## config.mk

```make
export PLATFORM = sky130hd
export DESIGN_NAME = static_memory_bank_control
export DESIGN_NICKNAME = d
export VERILOG_FILES = /design/src/rtl/static_bank_pkg.sv /design/src/rtl/static_memory_bank_control.sv
export VERILOG_INCLUDE_DIRS = /design/src /design/src/rtl
export SDC_FILE = /design/constraint.sdc
export NUM_CORES = 1
export LEC_CHECK = 0
export BUFFER_PORTS_ARGS = -buffer_cell sky130_fd_sc_hd__buf_2
export CELL_PAD_IN_SITES_DETAIL_PLACEMENT = 1
export CELL_PAD_IN_SITES_GLOBAL_PLACEMENT = 1
export CORE_ASPECT_RATIO = 1.5
export CORE_MARGIN = 3
export CORE_UTILIZATION = 30
export CTS_CLUSTER_DIAMETER = 50
export DETAILED_ROUTE_END_ITERATION = 6
export PLACE_DENSITY = 0.61
export SYNTH_ARGS = -nofsm -noshare
export SYNTH_HDL_FRONTEND = slang
export SYNTH_SLANG_ARGS = --single-unit
export TNS_END_PERCENT = 20
```

## constraint.sdc

```tcl
create_clock -name clk -period 3.13 [get_ports clk]
set_input_delay 0.4695 -clock clk [delete_from_list [all_inputs] [get_ports clk]]
set_output_delay 0.4695 -clock clk [all_outputs]
set_load 0.02 [all_outputs]
```

## src/rtl/static_bank_map.svh

```systemverilog
// Purpose: Offsets, field positions, reset values and timing counts of the static bank control block
// Assumes: Word-aligned byte offsets on the plain register port
// Notes: Included by the design module, the checker and the bench
`ifndef STATIC_BANK_MAP_SVH
`define STATIC_BANK_MAP_SVH

// ****************************************
// Register offsets (byte addresses)
// ****************************************
`define SETUP_BASE 8'h00
`define READ_DELAY_BASE 8'h20
`define WRITE_DELAY_BASE 8'h30
`define BURST_READ_DELAY_BASE 8'h40
`define LONG_WAIT_OFFSET 8'h50
`define STATUS_OFFSET 8'h54

// ****************************************
// Bank setup fields
// ****************************************
`define SETUP_WIDTH_LSB 0
`define SETUP_PAGE_BIT 3
`define SETUP_LONG_WAIT_BIT 8
`define SETUP_BUFFER_BIT 19
`define SETUP_PROTECT_BIT 20
`define SETUP_MASK 21'h18_0109
`define SETUP_MASK_W 21'h18_010b

// ****************************************
// Reset values
// ****************************************
`define SETUP_RESET 21'h00_0000
`define DELAY_RESET 5'h1f
`define LONG_WAIT_RESET 10'h000

// ****************************************
// Timing and AHB response codes
// ****************************************
`define LONG_WAIT_SCALE 4
`define HRESP_OKAY 2'h0
`define HRESP_ERROR 2'h1

`endif

```

## src/rtl/static_bank_pkg.sv

```systemverilog
// Purpose: Types shared by the static bank control block and its bench
// Assumes: Four chip-select banks, 28-bit external address, 32-bit data
// Notes: Constants live in the map header
package static_bank_pkg;

   // ****************************************
   // Controller states
   // ****************************************
   typedef enum logic [2:0] {
      ST_IDLE,
      ST_LOAD,
      ST_WAIT,
      ST_ERR1,
      ST_ERR2
   } ctrl_state_t;

   // ****************************************
   // External memory pins, driven side
   // ****************************************
   typedef struct packed {
      logic [3:0] cs_n;     // Chip selects, one per bank
      logic oe_n;           // Output enable
      logic we_n;           // Write enable
      logic [27:0] addr;    // External address
      logic [31:0] dout;    // Write data
      logic doe;            // Data bus output enable
   } mem_bus_t;

   // ****************************************
   // Whole block state
   // ****************************************
   typedef struct packed {
      ctrl_state_t st;
      logic [3:0][20:0] setup;     // bank_setup_reg per bank
      logic [3:0][4:0] rd_dly;     // bank_read_delay_reg
      logic [3:0][4:0] wr_dly;     // bank_write_delay_reg
      logic [3:0][4:0] pg_dly;     // bank_burst_read_delay_reg
      logic [9:0] long_cnt;        // long_wait_count_reg
      logic [1:0] bank;
      logic write;
      logic [1:0] size;
      logic [2:0] beats_left;
      logic [1:0] beat;
      logic [13:0] cnt;
      logic [31:0] wdata;
      logic [31:0] rdata;
      logic strobe_prev;
      logic hready;
      logic [1:0] hresp;
      logic [7:0] err_count;
      logic [31:0] reg_rdata;
      mem_bus_t mem;
   } ctrl_t;

endpackage

```

## src/rtl/static_memory_bank_control.sv

```systemverilog
// Purpose: Static memory bank control: AHB slave side to four asynchronous memory banks
// Assumes: All inputs synchronous to clk; one outstanding AHB transfer at a time
// Notes: Registers reached over a plain strobe port with read data one cycle later
//
// Chosen here: the placing of the registers and strobed register access.
`include "static_bank_map.svh"
`timescale 1ns/1ps
`default_nettype none

// Operation
// RQ1 - Each bank has its own write-protect bit
// RQ2 - Protected-bank write is dropped, AHB error returned
// RQ3 - Unprotected writes proceed without error, even ROM
// RQ4 - Software protects banks holding ROM
// RQ5 - Normal timing uses per-bank read/write delays
// RQ6 - Long-wait bit selects shared long count timing
// RQ7 - Strobe rising edge ends long-wait access early
// RQ8 - Peripheral toggles strobe per early-ended access
// RQ9 - Idle strobe means full programmed long wait
// RQ10 - Strobe ignored unless bank long-wait enabled
// RQ11 - Software never enables long-wait with page mode
// RQ12 - Buffered bank accesses may be reordered
// RQ13 - Software disables buffering when order matters
// RQ14 - Buffering off for flash commands and writes
// RQ15 - Peripheral banks keep buffering disabled
// RQ16 - Bank width and access size set beat count
// RQ17 - Wide access stalls AHB, narrow beats assembled
// RQ18 - Read delay field gives 1 to 32 waits
// RQ19 - Write delay field gives 1 to 32 waits
// RQ20 - Page delay times later reads in page
// RQ21 - Strobe edges outside long-wait access ignored
module static_memory_bank_control (
   input wire logic clk,
   input wire logic srst,
   // AHB slave
   input wire logic hsel,
   input wire logic [1:0] htrans,
   input wire logic [31:0] haddr,
   input wire logic hwrite,
   input wire logic [2:0] hsize,
   input wire logic [31:0] hwdata,
   output logic hready_out,
   output logic [1:0] hresp,
   output logic [31:0] hrdata,
   // Register port
   input wire logic [7:0] reg_addr,
   input wire logic [31:0] reg_wdata,
   input wire logic reg_wr,
   input wire logic reg_rd,
   output logic [31:0] reg_rdata,
   // External memory
   output static_bank_pkg::mem_bus_t mem_out,
   input wire logic [31:0] mem_din,
   input wire logic early_done_strobe
);

   // ****************************************
   // State and next state
   // ****************************************
   static_bank_pkg::ctrl_t s_reg;   // Registered state
   static_bank_pkg::ctrl_t s_next;  // Its next value

   // ****************************************
   // Helper functions
   // ****************************************

   // Beats needed: access bytes over bank bytes, at least one
   function automatic logic [2:0] beat_count(input logic [1:0] size, input logic [1:0] width);
      logic [2:0] n;
      n = 3'h1;
      if (size > width) begin
         n = 3'(3'h1 << (size - width)); // RQ16
      end
      return n;
   endfunction

   // Wait states for one beat of the current access
   function automatic logic [13:0] wait_load(input static_bank_pkg::ctrl_t s, input logic [1:0] bank,
                                             input logic write, input logic later);
      logic [20:0] cfg;
      logic [13:0] w;
      cfg = s.setup[bank];
      w = 14'h0001;
      if (cfg[`SETUP_LONG_WAIT_BIT]) begin
         // Long count scaled by sixteen, 16368 waits at most; zero still takes one
         w = {s.long_cnt, 4'h0}; // RQ6
         if (w == 14'h0000) begin
            w = 14'h0001;
         end
      end else if (write) begin
         w = 14'(s.wr_dly[bank]) + 14'h0001; // RQ5 RQ19
      end else if (later && cfg[`SETUP_PAGE_BIT]) begin
         w = 14'(s.pg_dly[bank]) + 14'h0001; // RQ20
      end else begin
         w = 14'(s.rd_dly[bank]) + 14'h0001; // RQ5 RQ18
      end
      return w;
   endfunction

   // Lane mask of a bank width
   function automatic logic [31:0] lane_mask(input logic [1:0] width);
      logic [31:0] m;
      m = 32'hffff_ffff;
      if (width == 2'h0) begin
         m = 32'h0000_00ff;
      end else if (width == 2'h1) begin
         m = 32'h0000_ffff;
      end
      return m;
   endfunction

   // ****************************************
   // Derived combinational terms
   // ****************************************
   logic [1:0] req_bank;       // Bank of the address phase
   logic req_take;             // Address phase accepted this cycle
   logic [1:0] cur_width;      // Width of the bank in service
   logic [4:0] cur_shift;      // Bit offset of the beat in the word
   logic strobe_edge;          // Rising edge of the early strobe
   logic cur_long;             // Bank in service uses long wait
   logic [1:0] reg_idx;        // Bank index of a register access

   assign req_bank = haddr[29:28];
   assign req_take = hsel && htrans[1] && s_reg.hready && (s_reg.st == static_bank_pkg::ST_IDLE);
   assign cur_width = s_reg.setup[s_reg.bank][`SETUP_WIDTH_LSB +: 2];
   assign cur_shift = 5'({s_reg.beat, 3'h0} << cur_width);
   assign strobe_edge = early_done_strobe && !s_reg.strobe_prev;
   assign cur_long = s_reg.setup[s_reg.bank][`SETUP_LONG_WAIT_BIT];
   assign reg_idx = reg_addr[3:2];

   // ****************************************
   // Next-state logic
   // ****************************************
   // One process holds every transition so register writes and transfers
   // stay in step; a delay change lands on the next beat; width and long-wait bits act mid-beat.
   always_comb begin
      s_next = s_reg;
      s_next.strobe_prev = early_done_strobe;  // Edge detector history
      s_next.reg_rdata = 32'h0000_0000;         // Read data stands one cycle only

      // Register writes
      if (reg_wr) begin
         if (reg_addr[7:4] == `SETUP_BASE >> 4) begin
            // Width, page, long wait, buffer and protect bits
            s_next.setup[reg_idx] = reg_wdata[20:0] & `SETUP_MASK_W; // RQ1
         end else if (reg_addr[7:4] == `READ_DELAY_BASE >> 4) begin
            s_next.rd_dly[reg_idx] = reg_wdata[4:0];
         end else if (reg_addr[7:4] == `WRITE_DELAY_BASE >> 4) begin
            s_next.wr_dly[reg_idx] = reg_wdata[4:0];
         end else if (reg_addr[7:4] == `BURST_READ_DELAY_BASE >> 4) begin
            s_next.pg_dly[reg_idx] = reg_wdata[4:0];
         end else if (reg_addr == `LONG_WAIT_OFFSET) begin
            s_next.long_cnt = reg_wdata[9:0];
         end
      end

      // Register reads, unmapped offsets read zero
      if (reg_rd) begin
         if (reg_addr[7:4] == `SETUP_BASE >> 4) begin
            s_next.reg_rdata = {11'h000, s_reg.setup[reg_idx]};
         end else if (reg_addr[7:4] == `READ_DELAY_BASE >> 4) begin
            s_next.reg_rdata = {27'h0, s_reg.rd_dly[reg_idx]};
         end else if (reg_addr[7:4] == `WRITE_DELAY_BASE >> 4) begin
            s_next.reg_rdata = {27'h0, s_reg.wr_dly[reg_idx]};
         end else if (reg_addr[7:4] == `BURST_READ_DELAY_BASE >> 4) begin
            s_next.reg_rdata = {27'h0, s_reg.pg_dly[reg_idx]};
         end else if (reg_addr == `LONG_WAIT_OFFSET) begin
            s_next.reg_rdata = {22'h0, s_reg.long_cnt};
         end else if (reg_addr == `STATUS_OFFSET) begin
            // Busy flag, bank in service, protection-fault count
            s_next.reg_rdata = {16'h0, s_reg.err_count, 5'h0,
                                s_reg.bank, (s_reg.st != static_bank_pkg::ST_IDLE)};
         end
      end

      // Transfer sequencing
      unique case (s_reg.st)
         static_bank_pkg::ST_IDLE: begin
            s_next.hresp = `HRESP_OKAY;
            if (req_take) begin
               s_next.bank = req_bank;
               s_next.write = hwrite;
               s_next.size = hsize[1:0];
               s_next.mem.addr = haddr[27:0];
               s_next.hready = 1'b0;
               if (hwrite && s_reg.setup[req_bank][`SETUP_PROTECT_BIT]) begin
                  // Protected bank: no external cycle, two-cycle error answer
                  s_next.hresp = `HRESP_ERROR; // RQ2
                  s_next.st = static_bank_pkg::ST_ERR1; // RQ2
               end else begin
                  // Unprotected writes go out whatever sits on the bank
                  s_next.st = static_bank_pkg::ST_LOAD; // RQ3
               end
            end
         end
         static_bank_pkg::ST_LOAD: begin
            // Data phase: write data valid now; start first beat
            s_next.wdata = hwdata;
            s_next.rdata = 32'h0000_0000;
            s_next.beat = 2'h0;
            s_next.beats_left = beat_count(s_reg.size, cur_width); // RQ16
            s_next.cnt = wait_load(s_reg, s_reg.bank, s_reg.write, 1'b0);
            s_next.mem.cs_n = ~(4'h1 << s_reg.bank);
            s_next.mem.oe_n = s_reg.write;
            s_next.mem.we_n = ~s_reg.write;
            s_next.mem.doe = s_reg.write;
            s_next.mem.dout = hwdata & lane_mask(cur_width);
            s_next.st = static_bank_pkg::ST_WAIT;
         end
         static_bank_pkg::ST_WAIT: begin
            // Count waits; strobe counts only during a long-wait access
            if (s_reg.cnt == 14'h0001 || (cur_long && strobe_edge)) begin // RQ7 RQ10 RQ21
               if (!s_reg.write) begin
                  // Place this beat's lanes into the assembled word
                  s_next.rdata = s_reg.rdata | ((mem_din & lane_mask(cur_width)) << cur_shift); // RQ17
               end
               if (s_reg.beats_left == 3'h1) begin
                  // Last beat: release pins, finish the AHB data phase
                  s_next.mem.cs_n = 4'hf;
                  s_next.mem.oe_n = 1'b1;
                  s_next.mem.we_n = 1'b1;
                  s_next.mem.doe = 1'b0;
                  s_next.hready = 1'b1;
                  s_next.st = static_bank_pkg::ST_IDLE;
               end else begin
                  // Next narrow beat, AHB held stalled meanwhile
                  s_next.beats_left = s_reg.beats_left - 3'h1; // RQ17
                  s_next.beat = s_reg.beat + 2'h1;
                  // Step by the bank's byte width: one, two or four bytes
                  s_next.mem.addr = s_reg.mem.addr + 28'(3'h1 << cur_width);
                  s_next.mem.dout = (s_reg.wdata >> 5'(cur_shift + 5'(8'h8 << cur_width)))
                                    & lane_mask(cur_width);
                  s_next.cnt = wait_load(s_reg, s_reg.bank, s_reg.write, 1'b1);
               end
            end else begin
               // Idle strobe: run the full programmed wait
               s_next.cnt = s_reg.cnt - 14'h0001; // RQ9
            end
         end
         static_bank_pkg::ST_ERR1: begin
            // Error first cycle, hready low
            s_next.hready = 1'b1;
            s_next.hresp = `HRESP_ERROR; // RQ2
            s_next.err_count = s_reg.err_count + 8'h01;
            s_next.st = static_bank_pkg::ST_ERR2;
         end
         static_bank_pkg::ST_ERR2: begin
            // Error second cycle, then back to idle
            s_next.hresp = `HRESP_OKAY;
            s_next.st = static_bank_pkg::ST_IDLE;
         end
         default: begin
            // Unreachable codes of the three-bit state
            s_next.st = static_bank_pkg::ST_IDLE;
         end
      endcase

      // Reset: quiet pins, safe slow timing, all banks unprotected
      if (srst) begin
         s_next = '0;
         s_next.st = static_bank_pkg::ST_IDLE;
         s_next.setup = {4{`SETUP_RESET}};
         s_next.rd_dly = {4{`DELAY_RESET}};
         s_next.wr_dly = {4{`DELAY_RESET}};
         s_next.pg_dly = {4{`DELAY_RESET}};
         s_next.long_cnt = `LONG_WAIT_RESET;
         s_next.hready = 1'b1;
         s_next.hresp = `HRESP_OKAY;
         s_next.strobe_prev = 1'b1;  // No false edge from a high strobe at release
         s_next.mem.cs_n = 4'hf;
         s_next.mem.oe_n = 1'b1;
         s_next.mem.we_n = 1'b1;
      end
   end

   // ****************************************
   // State register
   // ****************************************
   always_ff @(posedge clk) begin
      s_reg <= s_next;
   end

   // ****************************************
   // Outputs
   // ****************************************
   // Buffer bit is kept and readable; accesses always run in order, which
   // any buffered bank also permits, so no reordering hazard arises here.
   assign hready_out = s_reg.hready; // RQ12
   assign hresp = s_reg.hresp;
   assign hrdata = s_reg.rdata;
   assign reg_rdata = s_reg.reg_rdata;
   assign mem_out = s_reg.mem;

endmodule // static_memory_bank_control

`default_nettype wire

```

==> impl_metrics.csv <==
group,metric,value,unit
synthesis,seq_area_frac_synth,0.373,
power_and_ir_drop,ir_worst_vdd,287,uV
floorplan,die_w,189,um
timing,setup_viol,0,
grt,track_usage,0.197,
clock_network,path_clk_slew,0.06,ns
place,place_inst,2532,
timing,clock_skew,0.0218,ns
power_and_ir_drop,power_density,561,nW/um^2
synthesis,synth.area.top_cells,"dfxtp_1 (37%), buf_4 (6.8%), nand2_1 (6.3%)",
floorplan,core,49700,um^2
final_layout,final_cells,2602,
critical_path,worstPathRequired,3.52,ns
routing,wire_per_inst,20.8,um
timing,period_share,0.979,
synthesis,syn_avg_cell_area,8.53,um^2
power_and_ir_drop,total_power,0.00999,W
timing,slew_headroom,0.343,
routing,drt_iter0_drc,706,
clock_network,cts_tree,"done",
routing,wirelength,54100,um
critical_path,start_kind,"register",
timing,worstMarginPinSlew,0.974,ns
routing,first_pass_iters,5,
timing,fin_crit,3.06,ns
synthesis,async_reset_ff_frac,0,
critical_path,crit_type,"reg -> reg",
final_layout,register_area,5630,um^2
critical_path,reg2reg_depth,12,
clock_network,cts_sinks,281,
floorplan,rows,100,
place,place.port_buffers,242,
final_layout,syn2layout_area_growth,18.0,%
timing,fmax,326,MHz
clock_network,htree_levels,2,
critical_path,critPathCaptureType,"register",
floorplan,io_pins,282,
timing,drv_slew,0,
routing,drtAntennaViolNets,0,
grt,grt_pass1_wl,83100,um
grt,antenna_found_initial,4,
timing,final_hold_viol_count,0,
synthesis,netlist_area,15100,um^2
final_layout,final_core_util,0.359,
synthesis,synth_ff_type,"dfxtp_1",
final_layout,drive_gt1_frac,0.247,
synthesis,yosysWarnings,0,
clock_network,cts_made_buffers,36,
power_and_ir_drop,p_leak,7.16,nW
synthesis,yosysTopAreaCell,"dfxtp_1",
clock_network,worstSkewPairLatency,0.54,ns
floorplan,die-area,53100,um^2
synthesis,synthCells,1769,
timing,rsz0062_at_grt,"true",
routing,drc,0,
hold_path,hold_path_depth,2,
synthesis,ys_ff_latch,281,
synthesis,synth_cell_types,86,
clock_network,cts-root-buf,"clkbuf_16",
final_layout,nNetsFinal,2072,
synthesis,synth_edf_count,0,
final_layout,nFillCells,5940,
grt,grt_max_degree,73,
synthesis,synth_top_area_share,0.373,
final_layout,largest_register_ffs,162,
grt,grt_pass1_vias,14200,
floorplan,start_util,0.304,
final_layout,multi_input_area,8030,um^2
job,cap_violations,0,
critical_path,arrival,3.45,ns
routing,vias,13600,
routing,viasPerCell,5.24,
timing,fin_tns_setup,0,ns
hold_path,hp-class,"in -> reg",
clock_network,clockBufferDepth,3,
grt,gr-total-overflow,0,
run_status,status,"complete, no violations",
place,gp_congestion,0.843,
critical_path,crit_fanout,14,
floorplan,die_height,281,um
place,hpwl,40500,um
==> Yosys cell counts, drive strengths merged, types with 8 or more instances <==
library cell / count
a32oi: 11
a311oi: 8
o21ai: 54
nor2: 188
nor2b: 10
clkbuf: 76
mux4: 41
a32o: 8
a22oi: 17
inv: 22
ha: 15
o22a: 8
a21oi: 132
dfxtp: 281
a21boi: 8
a211oi: 18
and3: 20
buf: 165
nand3: 75
a31oi: 13
o21a: 8
a211o: 21
nand4: 12
nor4: 15
nor3: 23
o21ba: 8
xnor2: 10
and2: 19
a22o: 17
xor2: 14
nand2: 258
mux2i: 76
o211ai: 26
==> per-stage QoR <==
stage	worst slack (ns)	hold slack, ns	cell area [um^2]
after floorplan	0.00874	0.426	15200
after global placement	0.0454	0.438	16500
after detailed placement	-0.0330	0.443	16500
after CTS	0.0246	0.144	17800
after global routing	-0.0657	0.163	17800
final	0.0661	0.164	17800
==> routing by layer <==
metal | global-route usage | part of all wire | vias up
met2 | 0.371 | 0.53 | 321
met3 | 0.0291 | 0.041 | 116
li1 | - | - | 6473
met4 | 0.0929 | 0.046 | 0
met5 | 0 | 0 | -
met1 | 0.217 | 0.39 | 6735
==> cell type report <==
| cell class | instances | area share |
|---|---|---|
| Antenna cell | 4 | 0.000562 |
| Clock buffer | 47 | 0.0564 |
| Clock inverter | 18 | 0.0171 |
| Inverter | 25 | 0.00541 |
| Multi-Input combinational cell | 1236 | 0.451 |
| Sequential cell | 281 | 0.316 |
| Tap cell | 663 | 0.0466 |
| Timing Repair Buffer | 328 | 0.107 |
==> what timing repair did <==
action / CTS / global route
pin swaps: 0 / 2
setup buffers: 0 / 1
endpoints found under the setup margin: 2 / 8
hold buffers: 0 / 0
gates resized for setup: 4 / 5
==> power breakdown <==
| group | switching, W | total (W) | internal [W] |
|---|---|---|---|
| clock | 0.00173 | 0.00460 | 0.00287 |
| sequential | 0.000140 | 0.00385 | 0.00370 |
| combinational | 0.000989 | 0.00155 | 0.000560 |
==> logic make-up after synthesis <==
family	Yosys count	synth area share
buffers and inverters	266	0.104
adder cells (fa/ha/maj)	17	0.0144
multiplexers	121	0.115
AO/OA/AOI/OAI	402	0.180
flip-flops	281	0.373
XOR/XNOR	24	0.0149
AND/OR/NAND/NOR	657	0.199
other	1	0.000248
==> worst max-delay path, cell delays in order, from the launching register on <==
cell       delay (ns)
dfxtp_4          0.39
mux4_2           0.56
buf_12           0.18
inv_2            0.06
nor2_1           0.04
ha_1             0.37
and3_4           0.26
nand4b_4         0.13
o21ai_4          0.12
nand2_4          0.10
or4_1            0.51
o21ai_1          0.12
a2111oi_1        0.10
==> worst paths after layout <==
path	to	start	slack [ns]
worst max-delay path	mem_out[49]	s_reg[198]	0.07
worst min-delay path	s_reg[110]	early_done_strobe	0.16
worst max register to register	mem_out[49]	s_reg[198]	0.07
worst min register to register	hrdata[31]	hrdata[31]	0.45
==> cell usage in the layout (no fill, tap or decap), drive strengths merged, types with 19 or more instances in the layout <==
cell type	netlist	final
clkbuf	76	47
a211o	21	21
a21oi	132	132
nor2	188	188
nor3	23	23
buf	165	328
nand2	258	258
o211ai	26	26
mux4	41	41
dfxtp	281	281
and2	19	19
inv	22	26
nand3	75	75
mux2i	76	76
and3	20	20
o21ai	54	54
(Power assumes the default switching activity.)
